==> config.mk <==
export PLATFORM = sky130hd
export DESIGN_NAME = timer_flag_irq_polarity_regs
export DESIGN_NICKNAME = d
export VERILOG_FILES = /design/src/common/timer_flag_pkg.sv /design/src/rtl/flag_cell.sv /design/src/rtl/pwm_level_cell.sv /design/src/rtl/timer_flag_irq_polarity_regs.sv
export SDC_FILE = /design/constraint.sdc
export NUM_CORES = 1
export LEC_CHECK = 0
export BUFFER_PORTS_ARGS = -buffer_cell sky130_fd_sc_hd__buf_2
export CELL_PAD_IN_SITES_DETAIL_PLACEMENT = 1
export CELL_PAD_IN_SITES_GLOBAL_PLACEMENT = 1
export CORE_UTILIZATION = 41
export DETAILED_ROUTE_END_ITERATION = 8
export PLACE_DENSITY_LB_ADDON = 0.3
export REMOVE_ABC_BUFFERS = 1
export SLEW_MARGIN = 20
export SYNTH_ARGS = -nofsm -noshare
export SYNTH_HDL_FRONTEND = slang
export SYNTH_HIERARCHICAL = 1
export SYNTH_SLANG_ARGS = --single-unit
==> constraint.sdc <==
create_clock -name clock -period 2.5 [get_ports clock]
set_input_delay 0.125 -clock clock [delete_from_list [all_inputs] [get_ports clock]]
set_output_delay 0.125 -clock clock [all_outputs]
set_load 0.02 [all_outputs]
==> src/common/timer_flag_pkg.sv <==
// Shared constants for the timer status, interrupt enable and PWM level block
package timer_flag_pkg;

  // Channel count and flag layout
  localparam int NUM_CH = 2;            // Two timer channels
  localparam int NUM_CMP = 4;           // Compare registers A to D per channel
  localparam int NUM_FLAGS = 6;         // Match/capture A-D, overflow, underflow
  localparam int CH_UNDER = 1;          // Only this channel owns an underflow flag
  localparam int NUM_PWM = 3;           // PWM outputs B, C, D

  // Status register bit positions
  localparam int BIT_OVER = 4;
  localparam int BIT_UNDER = 5;
  // Enable register bit positions
  localparam int BIT_OVER_EN = 4;

  // CPU access port
  localparam int ADDR_W = 5;
  localparam int WIDE_W = 16;
  localparam int BYTE_W = 8;
  localparam int WIDE_IDX_W = 4;
  typedef logic [ADDR_W-1:0] reg_index_t;

  // Byte register indices
  localparam reg_index_t IDX_STATUS_CH0 = 5'h00;
  localparam reg_index_t IDX_STATUS_CH1 = 5'h01;
  localparam reg_index_t IDX_IER_CH0 = 5'h02;
  localparam reg_index_t IDX_IER_CH1 = 5'h03;
  localparam reg_index_t IDX_POL_CH0 = 5'h04;
  localparam reg_index_t IDX_POL_CH1 = 5'h05;
  // Wide window: counter then A-D, channel 0 first
  localparam reg_index_t IDX_WIDE_FIRST = 5'h10;
  localparam reg_index_t IDX_WIDE_LAST = 5'h19;

  // Reserved bits read as one
  localparam logic [7:0] STATUS_RSVD = 8'hC0;
  localparam logic [7:0] STATUS_RSVD_NO_UDF = 8'hE0;
  localparam logic [7:0] IER_RSVD = 8'hE0;
  localparam logic [7:0] POL_RSVD = 8'hF8;

  // Reset values
  localparam logic [NUM_FLAGS-1:0] FLAGS_RESET = 6'h00;
  localparam logic [4:0] IER_RESET = 5'h00;
  localparam logic [NUM_PWM-1:0] POL_RESET = 3'h0;
  localparam logic PWM_LEVEL_RESET = 1'b0;
  localparam logic [WIDE_W-1:0] RDATA_RESET = 16'h0000;

endpackage : timer_flag_pkg

==> src/rtl/flag_cell.sv <==
// One sticky status flag with read-one-then-write-zero clearing
`timescale 1ns/1ps
`default_nettype none
module flag_cell
  import timer_flag_pkg::*;
(
  input wire logic clock,
  input wire logic srst,
  input wire logic set_event,     // Hardware event that sets the flag
  input wire logic reg_read,      // Owning register read this cycle
  input wire logic reg_write,     // Owning register written this cycle
  input wire logic write_bit,     // Data bit written to this flag
  output logic flag               // Current flag value
);

  logic armed;        // Flag was read as one since the last write
  logic next_flag;
  logic next_armed;

  ////////////////////////////////////////////////////////////////////////
  // Next state: a set event beats a clear in the same cycle
  always_comb
  begin
    next_flag = flag;
    next_armed = armed;
    if (reg_write)
    begin
      // A write consumes the arm whatever the data
      next_armed = 1'b0;
      if (armed && !write_bit)
      begin
        next_flag = 1'b0;
      end
    end
    else if (reg_read)
    begin
      // Only a read that saw a one may later clear
      next_armed = flag;
    end
    if (set_event)
    begin
      next_flag = 1'b1;
    end
  end

  // Registers
  always_ff @(posedge clock)
  begin
    if (srst)
    begin
      flag <= 1'b0;
      armed <= 1'b0;
    end
    else
    begin
      flag <= next_flag;
      armed <= next_armed;
    end
  end

endmodule : flag_cell
`default_nettype wire

==> src/rtl/pwm_level_cell.sv <==
// One PWM output level driven by period and duty compare matches
`timescale 1ns/1ps
`default_nettype none
module pwm_level_cell
  import timer_flag_pkg::*;
(
  input wire logic clock,
  input wire logic srst,
  input wire logic pwm_enable,    // Channel is in PWM mode
  input wire logic period_match,  // Compare match A
  input wire logic duty_match,    // Compare match of this output's register
  input wire logic active_high,   // Polarity bit for this output
  output logic level              // Pin level
);

  logic next_level;

  ////////////////////////////////////////////////////////////////////////
  // Duty match drives the active level, period match the inactive one
  // Duty wins on a tie so a zero-width duty still gives a pulse edge
  always_comb
  begin
    next_level = level;
    if (pwm_enable)
    begin
      if (duty_match)
      begin
        next_level = active_high;
      end
      else if (period_match)
      begin
        next_level = !active_high;
      end
    end
  end

  // Register
  always_ff @(posedge clock)
  begin
    if (srst)
    begin
      level <= PWM_LEVEL_RESET;
    end
    else
    begin
      level <= next_level;
    end
  end

endmodule : pwm_level_cell
`default_nettype wire

==> src/rtl/timer_flag_irq_polarity_regs.sv <==
// Status flags, interrupt enables, PWM polarity and CPU access of a two-channel timer
//
// Behaviour
// RULE1: Status, enable, polarity register per channel
// RULE2: Compare match sets flag in compare mode
// RULE3: Capture sets flag in capture mode
// RULE4: Flag clears by read one, write zero
// RULE5: Status bits: underflow, overflow, D to A
// RULE6: Underflow only channel 1; else reads one
// RULE7: Reserved register bits always read one
// RULE8: Set flag with enable raises request
// RULE9: Overflow enable gates overflow or underflow
// RULE10: Enable bits 3-0 gate match requests
// RULE11: Polarity bits pick active level D,C,B
// RULE12: Counter and general registers: 16-bit only
// RULE13: Other registers are 8-bit wide
// RULE14: Overflow sets flag, count resumes at zero
// RULE15: Polarity 0: B low on B, high on A
// RULE16: Set wins over simultaneous clear
`timescale 1ns/1ps
`default_nettype none
module timer_flag_irq_polarity_regs
  import timer_flag_pkg::*;
(
  input wire logic clock,
  input wire logic srst,
  // CPU access
  input wire logic [ADDR_W-1:0] cpu_addr,
  input wire logic cpu_rd,
  input wire logic cpu_wr,
  input wire logic cpu_wide,
  input wire logic [WIDE_W-1:0] cpu_wdata,
  output logic [WIDE_W-1:0] cpu_rdata,
  output logic cpu_rvalid,
  output logic cpu_refused,
  output logic cpu_busy,
  // Wide registers held by the counter logic
  output logic wide_rd,
  output logic wide_wr,
  output logic [WIDE_IDX_W-1:0] wide_index,
  output logic [WIDE_W-1:0] wide_wdata,
  input wire logic [WIDE_W-1:0] wide_rdata,
  // Counter events
  input wire logic [NUM_CH-1:0][NUM_CMP-1:0] compare_match,
  input wire logic [NUM_CH-1:0][NUM_CMP-1:0] capture_event,
  input wire logic [NUM_CH-1:0][NUM_CMP-1:0] cmp_is_capture,
  input wire logic [NUM_CH-1:0] counter_overflow,
  input wire logic channel1_counter_underflow,
  input wire logic [NUM_CH-1:0] pwm_mode,
  // Interrupt requests
  output logic [NUM_CH-1:0] overflow_irq_request,
  output logic [NUM_CH-1:0] match_irq_request_a,
  output logic [NUM_CH-1:0] match_irq_request_b,
  output logic [NUM_CH-1:0] match_irq_request_c,
  output logic [NUM_CH-1:0] match_irq_request_d,
  // PWM pins
  output logic [NUM_CH-1:0] wave_pin_b,
  output logic [NUM_CH-1:0] wave_pin_c,
  output logic [NUM_CH-1:0] wave_pin_d
);

  ////////////////////////////////////////////////////////////////////////
  // Declarations

  typedef enum logic [0:0] {
    acc_idle,                   // Ready for a new access
    acc_wide_read               // Waiting one cycle for wide read data
  } acc_state_e;

  acc_state_e acc_state;        // Access sequencer state
  acc_state_e next_acc_state;

  // Per channel flags, bits 3..0 match/capture, 4 overflow, 5 underflow
  logic [NUM_CH-1:0][NUM_FLAGS-1:0] flags;
  logic [NUM_CH-1:0][NUM_FLAGS-1:0] flag_set;
  logic [NUM_CH-1:0] status_read;   // Status register read taken
  logic [NUM_CH-1:0] status_write;  // Status register write taken

  // Enable and polarity registers, reserved bits not stored
  logic [NUM_CH-1:0][4:0] irq_enable;
  logic [NUM_CH-1:0][4:0] next_irq_enable;
  logic [NUM_CH-1:0][NUM_PWM-1:0] pwm_polarity;
  logic [NUM_CH-1:0][NUM_PWM-1:0] next_pwm_polarity;

  // Access decode
  logic accept;                 // Request seen while idle
  logic is_wide_reg;            // Address in the 16-bit window
  logic is_byte_reg;            // Address of an 8-bit register
  logic [BYTE_W-1:0] byte_value;

  // Next values of registered outputs
  logic [WIDE_W-1:0] next_cpu_rdata;
  logic next_cpu_rvalid;
  logic next_cpu_refused;
  logic next_wide_rd;
  logic next_wide_wr;
  logic [WIDE_IDX_W-1:0] next_wide_index;
  logic [WIDE_W-1:0] next_wide_wdata;
  logic [NUM_CH-1:0] next_over_req;
  logic [NUM_CH-1:0][NUM_CMP-1:0] next_match_req;

  ////////////////////////////////////////////////////////////////////////
  // Address decode, one register set per channel
  always_comb
  begin
    accept = (acc_state == acc_idle) && (cpu_rd || cpu_wr);
    is_wide_reg = (cpu_addr >= IDX_WIDE_FIRST) && (cpu_addr <= IDX_WIDE_LAST);
    is_byte_reg = (cpu_addr <= IDX_POL_CH1); // RULE1
    status_read[0] = accept && cpu_rd && (cpu_addr == IDX_STATUS_CH0);
    status_read[1] = accept && cpu_rd && (cpu_addr == IDX_STATUS_CH1);
    status_write[0] = accept && cpu_wr && (cpu_addr == IDX_STATUS_CH0);
    status_write[1] = accept && cpu_wr && (cpu_addr == IDX_STATUS_CH1);
  end

  ////////////////////////////////////////////////////////////////////////
  // Byte register read value, reserved bits forced to one
  always_comb
  begin
    case (cpu_addr)
      IDX_STATUS_CH0: byte_value = STATUS_RSVD_NO_UDF | {2'h0, 1'b0, flags[0][BIT_OVER:0]}; // RULE6 RULE7
      IDX_STATUS_CH1: byte_value = STATUS_RSVD | {2'h0, flags[1]}; // RULE5 RULE7
      IDX_IER_CH0: byte_value = IER_RSVD | {3'h0, irq_enable[0]}; // RULE7
      IDX_IER_CH1: byte_value = IER_RSVD | {3'h0, irq_enable[1]}; // RULE7
      IDX_POL_CH0: byte_value = POL_RSVD | {5'h00, pwm_polarity[0]}; // RULE7
      IDX_POL_CH1: byte_value = POL_RSVD | {5'h00, pwm_polarity[1]}; // RULE7
      default: byte_value = 8'h00;
    endcase
  end

  ////////////////////////////////////////////////////////////////////////
  // Flag set sources; capture or compare chosen by the register's mode
  always_comb
  begin
    for (int ch = 0; ch < NUM_CH; ch++)
    begin
      for (int g = 0; g < NUM_CMP; g++)
      begin
        // RULE2 RULE3
        flag_set[ch][g] = cmp_is_capture[ch][g] ? capture_event[ch][g] : compare_match[ch][g];
      end
      // Counter logic restarts from zero itself; only the flag lives here
      flag_set[ch][BIT_OVER] = counter_overflow[ch]; // RULE14
      flag_set[ch][BIT_UNDER] = (ch == CH_UNDER) ? channel1_counter_underflow : 1'b0; // RULE6
    end
  end

  ////////////////////////////////////////////////////////////////////////
  // Flag cells, one per channel and bit; channel 0 has no underflow cell
  for (genvar ch = 0; ch < NUM_CH; ch++)
  begin : g_ch
    for (genvar b = 0; b < NUM_FLAGS; b++)
    begin : g_flag
      if ((ch == CH_UNDER) || (b != BIT_UNDER))
      begin : g_cell
        flag_cell u_flag (
          .clock(clock),
          .srst(srst),
          .set_event(flag_set[ch][b]),
          .reg_read(status_read[ch]),    // RULE4
          .reg_write(status_write[ch]),  // RULE4
          .write_bit(cpu_wdata[b]),
          .flag(flags[ch][b])            // RULE16
        );
      end
      else
      begin : g_none
        assign flags[ch][b] = 1'b0;
      end
    end

    // PWM outputs B, C, D with compare match A as the period
    pwm_level_cell u_pwm_b (
      .clock(clock),
      .srst(srst),
      .pwm_enable(pwm_mode[ch]),
      .period_match(compare_match[ch][0]),
      .duty_match(compare_match[ch][1]),
      .active_high(pwm_polarity[ch][0]),  // RULE15
      .level(wave_pin_b[ch])
    );
    pwm_level_cell u_pwm_c (
      .clock(clock),
      .srst(srst),
      .pwm_enable(pwm_mode[ch]),
      .period_match(compare_match[ch][0]),
      .duty_match(compare_match[ch][2]),
      .active_high(pwm_polarity[ch][1]),  // RULE11
      .level(wave_pin_c[ch])
    );
    pwm_level_cell u_pwm_d (
      .clock(clock),
      .srst(srst),
      .pwm_enable(pwm_mode[ch]),
      .period_match(compare_match[ch][0]),
      .duty_match(compare_match[ch][3]),
      .active_high(pwm_polarity[ch][2]),  // RULE11
      .level(wave_pin_d[ch])
    );
  end

  ////////////////////////////////////////////////////////////////////////
  // Enable and polarity registers: byte writes, low byte of the data bus
  always_comb
  begin
    next_irq_enable = irq_enable;
    next_pwm_polarity = pwm_polarity;
    if (accept && cpu_wr)
    begin
      case (cpu_addr)
        IDX_IER_CH0: next_irq_enable[0] = cpu_wdata[4:0]; // RULE13
        IDX_IER_CH1: next_irq_enable[1] = cpu_wdata[4:0]; // RULE13
        IDX_POL_CH0: next_pwm_polarity[0] = cpu_wdata[NUM_PWM-1:0]; // RULE11
        IDX_POL_CH1: next_pwm_polarity[1] = cpu_wdata[NUM_PWM-1:0]; // RULE11
        default:
        begin
          // Other addresses leave these registers alone
        end
      endcase
    end
  end

  // Registers
  always_ff @(posedge clock)
  begin
    if (srst)
    begin
      irq_enable <= {NUM_CH{IER_RESET}};
      pwm_polarity <= {NUM_CH{POL_RESET}};
    end
    else
    begin
      irq_enable <= next_irq_enable;
      pwm_polarity <= next_pwm_polarity;
    end
  end

  ////////////////////////////////////////////////////////////////////////
  // Interrupt requests, registered so each output comes from a flop
  always_comb
  begin
    for (int ch = 0; ch < NUM_CH; ch++)
    begin
      // One overflow request serves both overflow and underflow
      next_over_req[ch] = irq_enable[ch][BIT_OVER_EN] && (flags[ch][BIT_OVER] || flags[ch][BIT_UNDER]); // RULE8 RULE9
      next_match_req[ch] = irq_enable[ch][NUM_CMP-1:0] & flags[ch][NUM_CMP-1:0]; // RULE8 RULE10
    end
  end

  // Registers
  always_ff @(posedge clock)
  begin
    if (srst)
    begin
      overflow_irq_request <= '0;
      match_irq_request_a <= '0;
      match_irq_request_b <= '0;
      match_irq_request_c <= '0;
      match_irq_request_d <= '0;
    end
    else
    begin
      overflow_irq_request <= next_over_req;
      for (int ch = 0; ch < NUM_CH; ch++)
      begin
        match_irq_request_a[ch] <= next_match_req[ch][0];
        match_irq_request_b[ch] <= next_match_req[ch][1];
        match_irq_request_c[ch] <= next_match_req[ch][2];
        match_irq_request_d[ch] <= next_match_req[ch][3];
      end
    end
  end

  ////////////////////////////////////////////////////////////////////////
  // Byte reads answer next cycle, wide reads one later
  // A byte access to a wide register is refused so a half-written
  // word never reaches the counter logic
  always_comb
  begin
    next_acc_state = acc_state;
    next_cpu_rdata = cpu_rdata;
    next_cpu_rvalid = 1'b0;
    next_cpu_refused = 1'b0;
    next_wide_rd = 1'b0;
    next_wide_wr = 1'b0;
    next_wide_index = wide_index;
    next_wide_wdata = wide_wdata;
    case (acc_state)
      acc_idle:
      begin
        if (accept)
        begin
          if (is_wide_reg && cpu_wide)
          begin
            // Forward whole-word access to the counter logic
            next_wide_index = WIDE_IDX_W'(cpu_addr - IDX_WIDE_FIRST); // RULE12
            next_wide_rd = cpu_rd;
            next_wide_wr = cpu_wr && !cpu_rd;
            next_wide_wdata = cpu_wdata;
            if (cpu_rd)
            begin
              next_acc_state = acc_wide_read;
            end
          end
          else if (is_byte_reg)
          begin
            // Byte registers answer on the low byte
            if (cpu_rd)
            begin
              next_cpu_rdata = {8'h00, byte_value}; // RULE13
              next_cpu_rvalid = 1'b1;
            end
          end
          else
          begin
            // Unmapped or byte access to a wide register
            next_cpu_refused = 1'b1; // RULE12
            if (cpu_rd)
            begin
              next_cpu_rdata = RDATA_RESET;
              next_cpu_rvalid = 1'b1;
            end
          end
        end
      end
      acc_wide_read:
      begin
        // Counter logic returns data while the read strobe stands
        next_cpu_rdata = wide_rdata;
        next_cpu_rvalid = 1'b1;
        next_acc_state = acc_idle;
      end
      default:
      begin
        next_acc_state = acc_idle;
      end
    endcase
  end

  // Registers
  always_ff @(posedge clock)
  begin
    if (srst)
    begin
      acc_state <= acc_idle;
      cpu_rdata <= RDATA_RESET;
      cpu_rvalid <= 1'b0;
      cpu_refused <= 1'b0;
      cpu_busy <= 1'b0;
      wide_rd <= 1'b0;
      wide_wr <= 1'b0;
      wide_index <= '0;
      wide_wdata <= RDATA_RESET;
    end
    else
    begin
      acc_state <= next_acc_state;
      cpu_rdata <= next_cpu_rdata;
      cpu_rvalid <= next_cpu_rvalid;
      cpu_refused <= next_cpu_refused;
      cpu_busy <= (next_acc_state == acc_wide_read);
      wide_rd <= next_wide_rd;
      wide_wr <= next_wide_wr;
      wide_index <= next_wide_index;
      wide_wdata <= next_wide_wdata;
    end
  end

endmodule : timer_flag_irq_polarity_regs
`default_nettype wire

==> qor.csv <==
stage,metric,value,unit
run_status,outcome,completed,
critical_path,Critical Path RT,2.73,ns
yosys,Main synth FF type,dfxtp_1,
place,placer congestion estimate,0.7812,
critical_path,"Max FO, Critical Path",10,
detailed_routing,Initial DRC Count,87,
yosys,"EDFF count, synth",0,
clock_tree,Clock Tree Root,clkbuf_8,
timing,final setup vio count,0,
critical_path,CP Buf/Inv Count,0,
die,Core Area,9328,um2
detailed_routing,WL/cell,16.86,um
die,full die area,10140,um2
cells_and_area,cell area after layout,5099,um2
timing,Period minus WS final,1.835,ns
clock_tree,Post-CTS Setup Inserts,0,
critical_path,"CP delay by family, top",simple AND/OR/NAND/NOR gates,
critical_path,CP Launch Type,register,
timing,final cycle utilization of the critical path,0.7339,
yosys,leading area contributor after synthesis,dfxtp_1,
clock_tree,CTS tree,built,
pwr,Pwr Density,584.3,nW/um2
die,Starting Density,0.4282,
detailed_routing,Detailed Routing Iterations Pass 1,4,
cells_and_area,nets@finish,608,
timing,Slew @ Worst Pin,0.7002,ns
place,Placed Area,4730,um2
critical_path,Critical Path AT,2.07,ns
yosys,post-synthesis sequential area ratio,0.4762,
yosys,synth top area cells,"dfxtp_1, mux2i_1, nor2_1",
grt,largest net degree at the start of global routing,52,
grt,Overflow after GRT,0,
yosys,register bit total from synthesis,95,
clock_tree,clock tree sinks,95,
timing,Slew headroom,0.5315,
worst_hold_path,Min-Delay Path Class,input port to register,
yosys,Post-Syn Area per Cell,10.14,um2
yosys,Post-Syn Instances,394,
timing,max-slew violation count,0,
yosys,Synth Cell Area,3994,um2
die,Cell Rows,35,
place,# port buffers,127,
place,HPWL Detailed,7.981,mm
cells_and_area,FF/Latch Area,1902,um2
critical_path,cells along the critical path,nor2b_1 -> nand3_1 -> nor2_1 -> mux2i_1 -> nor3_1,
die,Die X,100.7,um
timing,TNS Setup,0,ns
detailed_routing,Detail Route Antenna Nets,0,
pwr,Leak,2.289,nW
critical_path,CP Capture Type,register,
detailed_routing,vias,3515,
cells_and_area,share of cells above drive strength 1,0.3579,
yosys,share of flip-flops with an asynchronous set or reset,0,
yosys,library cells used by synthesis,45,
grt,initial antenna violation count,0,
detailed_routing,via-per-instance ratio,5.238,
yosys,Syn. warnings,6,
grt,Total Routing Usage GR,0.2330,
die,I/O pin count,128,
yosys,Synth top area share,0.4762,
cells_and_area,# diodes,0,
cells_and_area,area grow syn2layout,27.66,%
grt,vias in the first global route,3703,
clock_tree,Inserted Clock Buffers,9,
clock_tree,later-pin clock latency in the skew report,0.37,ns
timing,Clock Skews,0.01805,ns
critical_path,Critical Setup Path Class,register to register,
grt,first-pass GRT wire length,18.22,mm
detailed_routing,DRC,0,
detailed_routing,final wirelength,11.31,mm
pwr,maximum VDD drop,0.0002591,V
flow_run,Max-cap violations,0,
clock_tree,clock transition at the registers of the reported paths,0.09,ns
cells_and_area,multi-input logic area,1989,um2
critical_path,Slowest cell on crit path,nor2_1,
cells_and_area,fill count,1109,
clock_tree,CTS max path bufs,2,
die,Vert. Die Dim,100.7,um
timing,final hold vios,0,
critical_path,Critical Path Max Stage Delay,0.57,ns
timing,Max Freq,545.0,MHz
timing,RSZ-0062 raised after global routing,false,
clock_tree,htree depth,3,
-- worst min-delay path, cell delays in order --
cell,delay (ns)
buf_2,0.08
mux2i_1,0.06
nor2_1,0.07
-- metrics by stage --
stage	util	std cells	hold slack, ns	setup slack (ns)	power, W
floorplan	-	378	0.1941	0.5134	0.001778
global placement	0.5070	638	0.3366	0.7655	0.001935
detailed placement	0.5070	638	0.3401	0.6935	0.001949
CTS	0.5466	671	0.002266	0.6705	0.002998
global route	0.5466	671	0.004210	0.5192	0.003090
finish	0.5466	671	0.01540	0.6653	0.002979
-- cell families after synthesis --
logic type	Yosys count	synth area share
AOI/OAI and AO/OA	54	0.09210
buffers and inverters	19	0.02569
DFF	95	0.4762
muxes	62	0.1610
and+or+nand+nor	164	0.2450
-- routing by layer --
metal / vias up / part of all wire / track usage / wire length (um)
li1: 1697 / - / - / -
met1: 1710 / 0.42 / 0.2693 / 4741
met2: 89 / 0.51 / 0.4215 / 5820
met3: 19 / 0.044 / 0.04300 / 501
met4: 0 / 0.022 / 0.09699 / 248
met5: - / 0 / 0 / 0
-- cells in the mapped netlist (2+ instances only) --
| cell | instances |
|---|---|
| a22oi_1 | 3 |
| nor2b_1 | 3 |
| buf_2 | 4 |
| a21oi_1 | 13 |
| buf_6 | 3 |
| nor3_1 | 12 |
| nor3b_2 | 6 |
| and2_2 | 6 |
| and4bb_1 | 11 |
| inv_1 | 3 |
| o21ai_0 | 8 |
| nand2_1 | 26 |
| dfxtp_1 | 95 |
| a221o_1 | 5 |
| a211oi_1 | 2 |
| nand3_1 | 8 |
| o22ai_1 | 2 |
| a22o_1 | 8 |
| o21ai_1 | 6 |
| mux2_2 | 18 |
| clkbuf_1 | 8 |
| nor3_2 | 12 |
| and3_1 | 3 |
| nor2_1 | 64 |
| mux2i_1 | 44 |
| a31oi_1 | 2 |
-- what timing repair did --
action,in CTS,in global routing
endpoints found under the hold margin,17,0
hold buffers,17,0
gates resized for setup,0,0
-- final timing paths --
kind / slack (ns) / end / startpoint / cells past startpoint
setup reg to reg: 0.67 / g_ch[1].g_flag[0].g_cell.u_flag/armed / acc_state / 5
setup / recovery: 0.67 / g_ch[1].g_flag[0].g_cell.u_flag/armed / acc_state / 5
hold / removal: 0.02 / wide_wdata[10] / cpu_wdata[10] / 3
hold reg to reg: 0.46 / match_irq_request_b[0] / irq_enable[1] / 2
-- area by class of cell --
| type | count | area share |
|---|---|---|
| sequential | 95 | 0.3730 |
| multi-input combinational | 280 | 0.3902 |
| timing repair buffer | 148 | 0.1639 |
| tap | 129 | 0.03166 |
| clock inverter | 4 | 0.01055 |
| clock buffer | 12 | 0.02847 |
| inverter | 3 | 0.002209 |
-- where the power goes --
part / switching, W / total [W] / internal (W)
Combinational: 0.000194 / 0.000352 / 0.000158
Clock: 0.000547 / 0.00104 / 0.000495
Sequential: 0.0000309 / 0.00158 / 0.00155
-- cell usage in the layout (no fill, tap or decap), drive strengths merged, types with 3 or more instances in the layout --
master,netlist,final
nand3,8,8
mux2,18,18
dlygate4sd3,0,17
inv,3,4
nor3,24,24
a221o,5,5
a22o,8,8
and3,3,3
a22oi,3,3
nor2b,4,4
nand2,26,26
a21oi,13,13
nor2,64,64
clkbuf,8,12
buf,8,131
dfxtp,95,95
o21ai,15,15
and4bb,12,12
nor3b,7,7
and2,9,9
mux2i,44,44
-- registers in the layout (all words and copies together), names as in the netlist --
| register | count |
|---|---|
| acc_state | 1 |
| cpu_rdata | 16 |
| cpu_refused | 1 |
| cpu_rvalid | 1 |
| g_ch.g_flag.g_cell.u_flag/armed | 11 |
| g_ch.g_flag.g_cell.u_flag/flag | 11 |
| g_ch.u_pwm_b/level | 2 |
| g_ch.u_pwm_c/level | 2 |
| g_ch.u_pwm_d/level | 2 |
| irq_enable | 10 |
| match_irq_request_a | 2 |
| match_irq_request_b | 2 |
| match_irq_request_c | 2 |
| match_irq_request_d | 2 |
| overflow_irq_request | 2 |
| pwm_polarity | 6 |
| wide_index | 4 |
| wide_rd | 1 |
| wide_wdata | 16 |
| wide_wr | 1 |
(Power assumes the default switching activity.)
